File: src/dpie_pkg.sv
// Package for the debug port instruction engine
package dpie_pkg;
    localparam int BYTE_W = 8;
    localparam int PTR_W = 32;
    localparam int FIFO_DEPTH = 8;
    // Instruction byte layout: opcode [7:5], fields [3:2] and [1:0]
    localparam logic [2:0] OP_DIRECT_LOAD = 3'h0;
    localparam logic [2:0] OP_INDIRECT_LOAD = 3'h1;
    localparam logic [2:0] OP_DIRECT_STORE = 3'h2;
    localparam logic [2:0] OP_INDIRECT_STORE = 3'h3;
    localparam logic [2:0] OP_CS_LOAD = 3'h4;
    localparam logic [2:0] OP_REPEAT = 3'h5;
    localparam logic [2:0] OP_CS_STORE = 3'h6;
    localparam logic [2:0] OP_KEY = 3'h7;
    localparam int OPC_HI = 7;
    localparam int OPC_LO = 5;
    localparam int CSA_HI = 3;
    localparam int CSA_LO = 0;
    localparam int SZA_HI = 3;
    localparam int SZA_LO = 2;
    localparam int SZD_HI = 1;
    localparam int SZD_LO = 0;
    // Indirect pointer modes in bits [3:2]
    localparam logic [1:0] PM_DATA = 2'h0;
    localparam logic [1:0] PM_DATA_INC = 2'h1;
    localparam logic [1:0] PM_PTR = 2'h2;
    localparam logic [63:0] KEY_VALUE = 64'h1289ab45cdd888ff;
    localparam logic [2:0] KEY_LAST = 3'h7;
    localparam logic [PTR_W-1:0] PTR_RST = 32'h0;
    localparam logic [PTR_W-1:0] RPT_RST = 32'h0;
    localparam logic [1:0] SEL_RST = 2'h0;
    localparam logic [7:0] IR_RST = 8'h0;
    localparam logic [2:0] CNT_RST = 3'h0;
    localparam logic [2:0] OUT_BYTE = 3'h4;
    localparam logic [2:0] OUT_PTR = 3'h5;
    typedef struct packed {
        logic [BYTE_W-1:0] data;
    } dpie_byte_s;
    typedef struct packed {
        logic [PTR_W-1:0] addr;
        logic [BYTE_W-1:0] wdata;
        logic wr;
        logic ctrl;
    } dpie_bus_s;
    typedef enum logic [3:0] {
        S_IDLE, S_ADDR, S_DATA, S_RBUS, S_RPTR, S_WPTR,
        S_COUNT, S_KEY, S_CS_RD, S_CS_WR, S_ERROR
    } dpie_state_e;
endpackage

File: src/dpie_engine.sv
// Instruction engine with its output byte buffer
`timescale 1ns/10ps

module dpie_fifo #(
    parameter int WIDTH = 8,
    parameter int DEPTH = 8
) (
    input wire logic clk_in, // Clock
    input wire logic srst_in, // Sync reset
    input wire logic [WIDTH-1:0] wdata_in, // Write data
    input wire logic wvalid_in, // Write valid
    output logic wready_out, // Not full
    output logic [WIDTH-1:0] rdata_out, // Head data
    output logic rvalid_out, // Not empty
    input wire logic rready_in // Drain
);
    localparam int AW = $clog2(DEPTH);
    logic [WIDTH-1:0] mem_reg [DEPTH];
    logic [AW-1:0] wp_reg;
    logic [AW-1:0] rp_reg;
    logic [AW:0] cnt_reg;
    logic do_w;
    logic do_r;
    assign wready_out = (cnt_reg != (AW+1)'(DEPTH));
    assign rvalid_out = (cnt_reg != '0);
    assign do_w = wvalid_in && wready_out;
    assign do_r = rvalid_out && rready_in;
    assign rdata_out = mem_reg[rp_reg];
    always_ff @(posedge clk_in) begin
        if (do_w) begin
            mem_reg[wp_reg] <= wdata_in;
        end
    end
    always_ff @(posedge clk_in) begin
        if (srst_in) begin
            wp_reg <= '0;
            rp_reg <= '0;
            cnt_reg <= '0;
        end else begin
            if (do_w) begin
                wp_reg <= wp_reg + 1'b1;
            end
            if (do_r) begin
                rp_reg <= rp_reg + 1'b1;
            end
            cnt_reg <= cnt_reg + (AW+1)'(do_w) - (AW+1)'(do_r);
        end
    end
endmodule // dpie_fifo

module dpie_engine
    import dpie_pkg::*;
(
    input wire logic clk_in, // 250 MHz clock
    input wire logic srst_in, // Sync reset, high
    input wire logic link_clk_in, // Programmer link clock pin
    input wire logic [7:0] rx_data_in, // Received byte
    input wire logic rx_valid_in, // Received byte strobe (link domain)
    input wire logic rx_error_in, // Parity/frame/collision level
    input wire logic rx_break_in, // Break seen level
    output logic [7:0] tx_data_out, // Byte to send
    output logic tx_valid_out, // Byte available
    input wire logic tx_ready_in, // Transmitter takes byte
    output logic [31:0] bus_addr_out, // Internal bus address
    output logic [7:0] bus_wdata_out, // Internal bus write data
    output logic bus_wr_out, // Internal bus write pulse
    output logic bus_rd_out, // Internal bus read pulse
    input wire logic [7:0] bus_rdata_in, // Read data, next cycle
    output logic [3:0] cs_addr_out, // Control space address
    output logic [7:0] cs_wdata_out, // Control space write data
    output logic cs_wr_out, // Control space write pulse
    output logic cs_rd_out, // Control space read pulse
    input wire logic [7:0] cs_rdata_in, // Control space read data
    output logic key_ok_out, // Memory programming enabled
    input wire logic key_clear_in, // Disable memory programming
    output logic error_out // Engine in error state
);
    // Link clock three flops, strobes and data two flops each
    logic [2:0] lclk_sync_reg;
    logic [1:0] rxv_sync_reg;
    logic [1:0] err_sync_reg;
    logic [1:0] brk_sync_reg;
    logic [7:0] rxd_meta_reg;
    logic [7:0] rxd_sync_reg;
    logic [7:0] rxd_reg;
    logic rx_stb_reg;
    logic lclk_rise;
    logic rx_stb;
    always_ff @(posedge clk_in) begin
        if (srst_in) begin
            lclk_sync_reg <= 3'h0;
            rxv_sync_reg <= 2'h0;
            err_sync_reg <= 2'h0;
            brk_sync_reg <= 2'h0;
            rxd_meta_reg <= 8'h0;
            rxd_sync_reg <= 8'h0;
            rxd_reg <= 8'h0;
            rx_stb_reg <= 1'b0;
        end else begin
            lclk_sync_reg <= {lclk_sync_reg[1:0], link_clk_in};
            rxv_sync_reg <= {rxv_sync_reg[0], rx_valid_in};
            err_sync_reg <= {err_sync_reg[0], rx_error_in};
            brk_sync_reg <= {brk_sync_reg[0], rx_break_in};
            rxd_meta_reg <= rx_data_in;
            rxd_sync_reg <= rxd_meta_reg;
            // Byte settled 80 ns before the rising edge
            rx_stb_reg <= lclk_rise && rxv_sync_reg[1];
            if (lclk_rise) begin
                rxd_reg <= rxd_sync_reg;
            end
        end
    end
    assign lclk_rise = lclk_sync_reg[1] && !lclk_sync_reg[2];
    // One strobe per rising link edge with valid high, in the same cycle the byte is first held
    assign rx_stb = rx_stb_reg;

    dpie_state_e state_reg;
    logic [7:0] ir_reg;
    logic [PTR_W-1:0] ptr_reg;
    logic [PTR_W-1:0] rpt_reg;
    logic [2:0] cnt_reg;
    logic [63:0] key_reg;
    logic [7:0] out_byte;
    logic out_push;
    logic fifo_ready;
    logic rd_pend_reg;
    logic rd_cs_reg;
    logic [2:0] opc;
    logic [1:0] asz;
    logic [1:0] dsz;
    logic [1:0] pmode;
    logic [7:0] rbyte;
    logic last_data;
    logic more_rpt;

    assign opc = ir_reg[OPC_HI:OPC_LO];
    assign asz = ir_reg[SZA_HI:SZA_LO];
    assign dsz = ir_reg[SZD_HI:SZD_LO];
    assign pmode = ir_reg[SZA_HI:SZA_LO];
    assign last_data = (cnt_reg == {1'b0, dsz});
    assign more_rpt = (rpt_reg != RPT_RST);
    assign rbyte = rd_cs_reg ? cs_rdata_in : bus_rdata_in;
    assign out_byte = (state_reg == S_RPTR) ?
        ptr_reg[8*cnt_reg[1:0] +: 8] : rbyte;
    assign out_push = rd_pend_reg || (state_reg == S_RPTR && fifo_ready);
    assign error_out = (state_reg == S_ERROR);

    dpie_fifo #(.WIDTH(BYTE_W), .DEPTH(FIFO_DEPTH)) u_txq (
        .clk_in(clk_in),
        .srst_in(srst_in || error_out),
        .wdata_in(out_byte),
        .wvalid_in(out_push),
        .wready_out(fifo_ready),
        .rdata_out(tx_data_out),
        .rvalid_out(tx_valid_out),
        .rready_in(tx_ready_in)
    );

    // Decide where a freshly taken instruction goes
    function automatic dpie_state_e first_state(input logic [7:0] ins);
        case (ins[OPC_HI:OPC_LO])
            OP_DIRECT_LOAD, OP_DIRECT_STORE: first_state = S_ADDR;
            OP_INDIRECT_LOAD: first_state =
                (ins[SZA_HI:SZA_LO] == PM_PTR) ? S_RPTR : S_RBUS;
            OP_INDIRECT_STORE: first_state =
                (ins[SZA_HI:SZA_LO] == PM_PTR) ? S_WPTR : S_DATA;
            OP_CS_LOAD: first_state = S_CS_RD;
            OP_CS_STORE: first_state = S_CS_WR;
            OP_REPEAT: first_state = S_COUNT;
            default: first_state = S_KEY;
        endcase
    endfunction

    // Sequencer: one byte per step, reads issued when room exists
    always_ff @(posedge clk_in) begin
        if (srst_in) begin
            state_reg <= S_IDLE;
            ir_reg <= IR_RST;
            cnt_reg <= CNT_RST;
            rd_pend_reg <= 1'b0;
            rd_cs_reg <= 1'b0;
        end else begin
            rd_pend_reg <= bus_rd_out || cs_rd_out;
            rd_cs_reg <= cs_rd_out;
            if (err_sync_reg[1] && state_reg != S_ERROR) begin
                state_reg <= S_ERROR;
            end else begin
                case (state_reg)
                    S_ERROR: begin
                        if (brk_sync_reg[1]) begin
                            state_reg <= S_IDLE;
                        end
                    end
                    S_IDLE: begin
                        if (rx_stb) begin
                            ir_reg <= rxd_reg;
                            cnt_reg <= CNT_RST;
                            state_reg <= first_state(rxd_reg);
                        end else if (more_rpt && opc != OP_REPEAT &&
                                opc != OP_KEY) begin
                            cnt_reg <= CNT_RST;
                            state_reg <= first_state(ir_reg);
                        end
                    end
                    S_ADDR: begin
                        if (rx_stb) begin
                            cnt_reg <= cnt_reg + 3'h1;
                            if (cnt_reg == {1'b0, asz}) begin
                                cnt_reg <= CNT_RST;
                                state_reg <= (opc == OP_DIRECT_LOAD) ?
                                    S_RBUS : S_DATA;
                            end
                        end
                    end
                    S_DATA, S_WPTR, S_COUNT: begin
                        if (rx_stb) begin
                            cnt_reg <= cnt_reg + 3'h1;
                            if (last_data) begin
                                state_reg <= S_IDLE;
                            end
                        end
                    end
                    S_RBUS, S_RPTR: begin
                        if (fifo_ready && !rd_pend_reg) begin
                            cnt_reg <= cnt_reg + 3'h1;
                            if (last_data) begin
                                state_reg <= S_IDLE;
                            end
                        end
                    end
                    S_KEY: begin
                        if (rx_stb && rpt_reg[2:0] == KEY_LAST) begin
                            state_reg <= S_IDLE;
                        end
                    end
                    S_CS_RD: begin
                        if (fifo_ready) begin
                            state_reg <= S_IDLE;
                        end
                    end
                    S_CS_WR: begin
                        if (rx_stb) begin
                            state_reg <= S_IDLE;
                        end
                    end
                    default: state_reg <= S_IDLE;
                endcase
            end
        end
    end

    // Bus strobes: one single-byte access per step
    logic data_step;
    assign data_step = (state_reg == S_RBUS) && fifo_ready && !rd_pend_reg;
    always_comb begin
        bus_rd_out = data_step && !error_out;
        bus_wr_out = (state_reg == S_DATA) && rx_stb;
        cs_rd_out = (state_reg == S_CS_RD) && fifo_ready;
        cs_wr_out = (state_reg == S_CS_WR) && rx_stb;
    end
    assign bus_addr_out = ptr_reg;
    assign bus_wdata_out = rxd_reg;
    assign cs_addr_out = ir_reg[CSA_HI:CSA_LO];
    assign cs_wdata_out = rxd_reg;

    // Pointer: address operands, pointer writes, post-increment
    logic inc_now;
    assign inc_now = (opc == OP_INDIRECT_LOAD || opc == OP_INDIRECT_STORE) &&
        pmode == PM_DATA_INC && (bus_rd_out || bus_wr_out);
    always_ff @(posedge clk_in) begin
        if (srst_in) begin
            ptr_reg <= PTR_RST;
        end else if (rx_stb && (state_reg == S_ADDR ||
                state_reg == S_WPTR)) begin
            ptr_reg[8*cnt_reg[1:0] +: 8] <= rxd_reg;
        end else if (inc_now) begin
            ptr_reg <= ptr_reg + 32'h1;
        end else if ((opc == OP_DIRECT_LOAD || opc == OP_DIRECT_STORE) &&
                (bus_rd_out || bus_wr_out) && !last_data) begin
            ptr_reg <= ptr_reg + 32'h1;
        end
    end

    // Repeat counter: loaded by repeat, cleared by key, counts down
    always_ff @(posedge clk_in) begin
        if (srst_in) begin
            rpt_reg <= RPT_RST;
        end else if (state_reg == S_ERROR) begin
            rpt_reg <= RPT_RST;
        end else if (state_reg == S_IDLE && rx_stb) begin
            if (rxd_reg[OPC_HI:OPC_LO] == OP_KEY) begin
                rpt_reg <= RPT_RST;
            end
        end else if (state_reg == S_IDLE && more_rpt &&
                opc != OP_REPEAT && opc != OP_KEY) begin
            rpt_reg <= rpt_reg - 32'h1;
        end else if (state_reg == S_COUNT && rx_stb) begin
            if (cnt_reg == CNT_RST) begin
                rpt_reg <= {24'h0, rxd_reg};
            end else begin
                rpt_reg[8*cnt_reg[1:0] +: 8] <= rxd_reg;
            end
        end else if (state_reg == S_KEY && rx_stb) begin
            // Key count must not leave a repeat behind
            if (rpt_reg[2:0] == KEY_LAST) begin
                rpt_reg <= RPT_RST;
            end else begin
                rpt_reg <= rpt_reg + 32'h1;
            end
        end
    end

    // Key shift and check, first byte least significant
    logic key_done;
    assign key_done = state_reg == S_KEY && rx_stb &&
        rpt_reg[2:0] == KEY_LAST;
    always_ff @(posedge clk_in) begin
        if (srst_in) begin
            key_reg <= 64'h0;
            key_ok_out <= 1'b0;
        end else begin
            if (state_reg == S_KEY && rx_stb) begin
                key_reg <= {rxd_reg, key_reg[63:8]};
            end
            if (key_done && {rxd_reg, key_reg[63:8]} == KEY_VALUE) begin
                key_ok_out <= 1'b1;
            end else if (key_clear_in) begin
                key_ok_out <= 1'b0;
            end
        end
    end
endmodule // dpie_engine

File: config.mk
export PLATFORM = sky130hd
export DESIGN_NAME = dpie_engine
export DESIGN_NICKNAME = d
export VERILOG_FILES = /design/src/dpie_pkg.sv /design/src/dpie_engine.sv
export SDC_FILE = /design/constraint.sdc
export NUM_CORES = 1
export LEC_CHECK = 0
export BUFFER_PORTS_ARGS = -buffer_cell sky130_fd_sc_hd__buf_2
export CAP_MARGIN = 30
export CORE_UTILIZATION = 55
export CTS_BUF_LIST = sky130_fd_sc_hd__clkbuf_4
export DETAILED_ROUTE_END_ITERATION = 12
export PLACE_DENSITY = 0.84
export SETUP_SLACK_MARGIN = 0.2
export SYNTH_ARGS = -nofsm -noshare
export SYNTH_HDL_FRONTEND = slang
export SYNTH_SLANG_ARGS = --single-unit
File: constraint.sdc
create_clock -name clk_in -period 5 [get_ports clk_in]
set_input_delay 0.5 -clock clk_in [delete_from_list [all_inputs] [get_ports clk_in]]
set_output_delay 0.5 -clock clk_in [all_outputs]
set_load 0.01 [all_outputs]
==> results.sh <==
export IMPL_clock_sinks=248
export IMPL_dp_slack_ns=1.464
export IMPL_vdd_drop_max_mv=0.2576
export IMPL_slew_headroom_pct=21.84
export IMPL_p_per_area_nw_per_um2=454.4
export IMPL_fp_dieH_um=155.0
export IMPL_drv_cap=0
export IMPL_holdWs_ns=0.04570
export IMPL_yosysTopAreaCellShare_pct=28.60
export IMPL_cts_setup_buffers=0
export IMPL_yosysWarnings=0
export IMPL_grt_max_degree=101
export IMPL_hold_violations=0
export IMPL_cts_resized=0
export IMPL_htreeDepth=3
export IMPL_postRouteAntennaNets=0
export IMPL_cts_tree="built"
export IMPL_syn_avg_cell_area_um2=8.736
export IMPL_drt_pass1_iterations=6
export IMPL_grt_pass1_vias=10970
export IMPL_skew_ns=0.04082
export IMPL_antenna_found_initial=1
export IMPL_largest_register_ffs=64
export IMPL_grt_setup_unrepaired="false"
export IMPL_dpl_cell_area_um2=13390
export IMPL_min_path_type="in -> reg"
export IMPL_cts_root_buf="clkbuf_4"
export IMPL_synth_area_um2=12880
export IMPL_routed_via_density=6.156
export IMPL_vias=11710
export IMPL_p_leak_nw=5.150
export IMPL_fin_setup_tns_ns=0
export IMPL_io_buffers=98
export IMPL_initial_core_util_pct=56.53
export IMPL_synth_main_ff_cell="dfxtp_1"
export IMPL_coreArea_um2=22780
export IMPL_fin_util_pct=62.98
export IMPL_cts_hold_fix_buffers=0
export IMPL_final_seq_area_um2=5605
export IMPL_worstSetupStartpointType="register"
export IMPL_drive_gt1_share_pct=17.82
export IMPL_nets=1586
export IMPL_drc=0
export IMPL_worst_pin_slew_ns=1.170
export IMPL_overflow=0
export IMPL_cp_arrival_ns=4.15
export IMPL_path_class="reg -> reg"
export IMPL_crit_fanout=17
export IMPL_async_flop_share_pct=0
export IMPL_rows=55
export IMPL_io_pins=99
export IMPL_grtUsageTotal_pct=28.65
export IMPL_cts_max_path_buffers=3
export IMPL_fin_crit_sh_pct=72.10
export IMPL_place_gp_congestion=0.9613
export IMPL_yosysTopAreaCell="dfxtp_1"
export IMPL_drt_initial_drc_count=1200
export IMPL_slew_violations=0
export IMPL_synth_edf_count=64
export IMPL_final_cell_area_um2=14350
export IMPL_startpoint="rpt_reg[0]"
export IMPL_rr_startpoint="rpt_reg[0]"
export IMPL_total_power_mw=6.518
export IMPL_setup_ws_ns=1.395
export IMPL_status="complete, no violations"
export IMPL_dp_hpwl_um=23150
export IMPL_min_from="rx_data_in[6]"
export IMPL_ys_types=76
export IMPL_synth_seq_cells=248
export IMPL_wirelength_um=34900
export IMPL_syn_to_final_growth_pct=11.40
export IMPL_max_freq_mhz=277.4
export IMPL_grt_pass1_wl_um=55100
export IMPL_fin_crit_ns=3.605
export IMPL_n_fill_cell=1890
export IMPL_cp_required_ns=5.55
export IMPL_syn_num_nets=1523
export IMPL_dieArea_um2=24030
export IMPL_synth_top_cells_by_count="226 x nand2_1, 184 x dfxtp_1, 135 x a21oi_1, 116 x nor2_1, 91 x clkbuf_1"
export IMPL_clock_latency_ns=0.69
export IMPL_cp_end_kind="register"
export IMPL_yosysSeqAreaShare_pct=43.53
export IMPL_dp_cells=1778
export IMPL_die_w_um=155.0
export IMPL_synth_most_common_cell="nand2_1"
export IMPL_fin_cells=1902
export IMPL_setup_viol=0
export IMPL_wl_per_cell_um=18.35
export IMPL_synth_area_leaders="dfxtp_1 29%, edfxtp_1 15%, nand2_1 6.6%"
export IMPL_cts_made_buffers=70
export IMPL_clk_pin_slew_ns=0.06
export IMPL_multiInputGateArea_um2=6613
export IMPL_postSynthCellCount=1474
[placed cells by master (no fill, tap or decap), drive strengths merged, types with 7 or more instances in the layout]
master / instances
clkinv: 18
mux4: 24
inv: 33
ha: 16
edfxtp: 64
or2: 8
nand3: 47
mux2: 8
xor2: 17
nand2: 226
and3: 13
buf: 116
nand2b: 10
a31oi: 15
and4: 11
o31ai: 19
or3: 8
mux2i: 23
a311oi: 13
nand4: 25
xnor2: 23
and2: 9
a22oi: 8
dfxtp: 184
nor3: 29
nor3b: 7
nor2b: 34
a221oi: 20
clkbuf: 101
nor4: 15
or4: 7
a21oi: 137
nor2: 117
o21ai: 88
a22o: 7
a211oi: 7
[cell type report]
class,count,share of cell area (%)
clock inverter,22,1.361
clock buffer,101,5.286
tap,313,2.730
timing repair buffer,116,4.570
antenna,1,0.01744
sequential,248,39.08
inverter,33,0.8635
multi-input combinational,1068,46.10
[cell families (layout without fill, tap and decap cells)]
kind of cell | after synthesis | count (layout) | synth area share [%]
AND/OR/NAND/NOR | 590 | 590 | 22.22
adder cells (fa/ha/maj) | 17 | 17 | 1.710
flip-flops | 248 | 248 | 43.53
AO/OA/AOI/OAI | 366 | 366 | 17.85
XOR/XNOR | 40 | 40 | 2.721
multiplexers | 55 | 55 | 6.685
buffers and inverters | 158 | 272 | 5.286
other | 0 | 1 | 0
[power by group]
group	switching [mW]	internal, mW	total, mW
Sequential	0.267	2.21	2.47
Combinational	1.17	0.875	2.05
Clock	0.863	1.13	2.00
[worst paths after layout]
check | slack [ns] | endpoint | cells after the start
worst max register to register | 1.40 | rpt_reg[21] | 10
worst min register to register | 0.41 | rxd_sync_reg[4] | 1
worst min-delay path | 0.05 | rxd_meta_reg[6] | 2
worst max-delay path | 1.40 | rpt_reg[21] | 10
[critical path, stage by stage, from the launching register on]
cell and delay, ns:
dfxtp_1 0.37, inv_1 0.08, ha_1 0.23, or4b_4 0.51
or4_4 0.61, o31a_1 0.54, buf_8 0.25, buf_4 0.20
a221oi_1 0.29, nor2_1 0.07, a221o_1 0.31
[per-layer routing]
layer | vias up | GRT usage, % | part of all wire (%)
li1 | 5502 | - | -
met1 | 5488 | 35.24 | 40
met2 | 598 | 46.16 | 47
met3 | 121 | 7.660 | 9.4
met4 | 0 | 14.95 | 3.7
met5 | - | 0 | 0
Power figures use the tool's default switching activity.
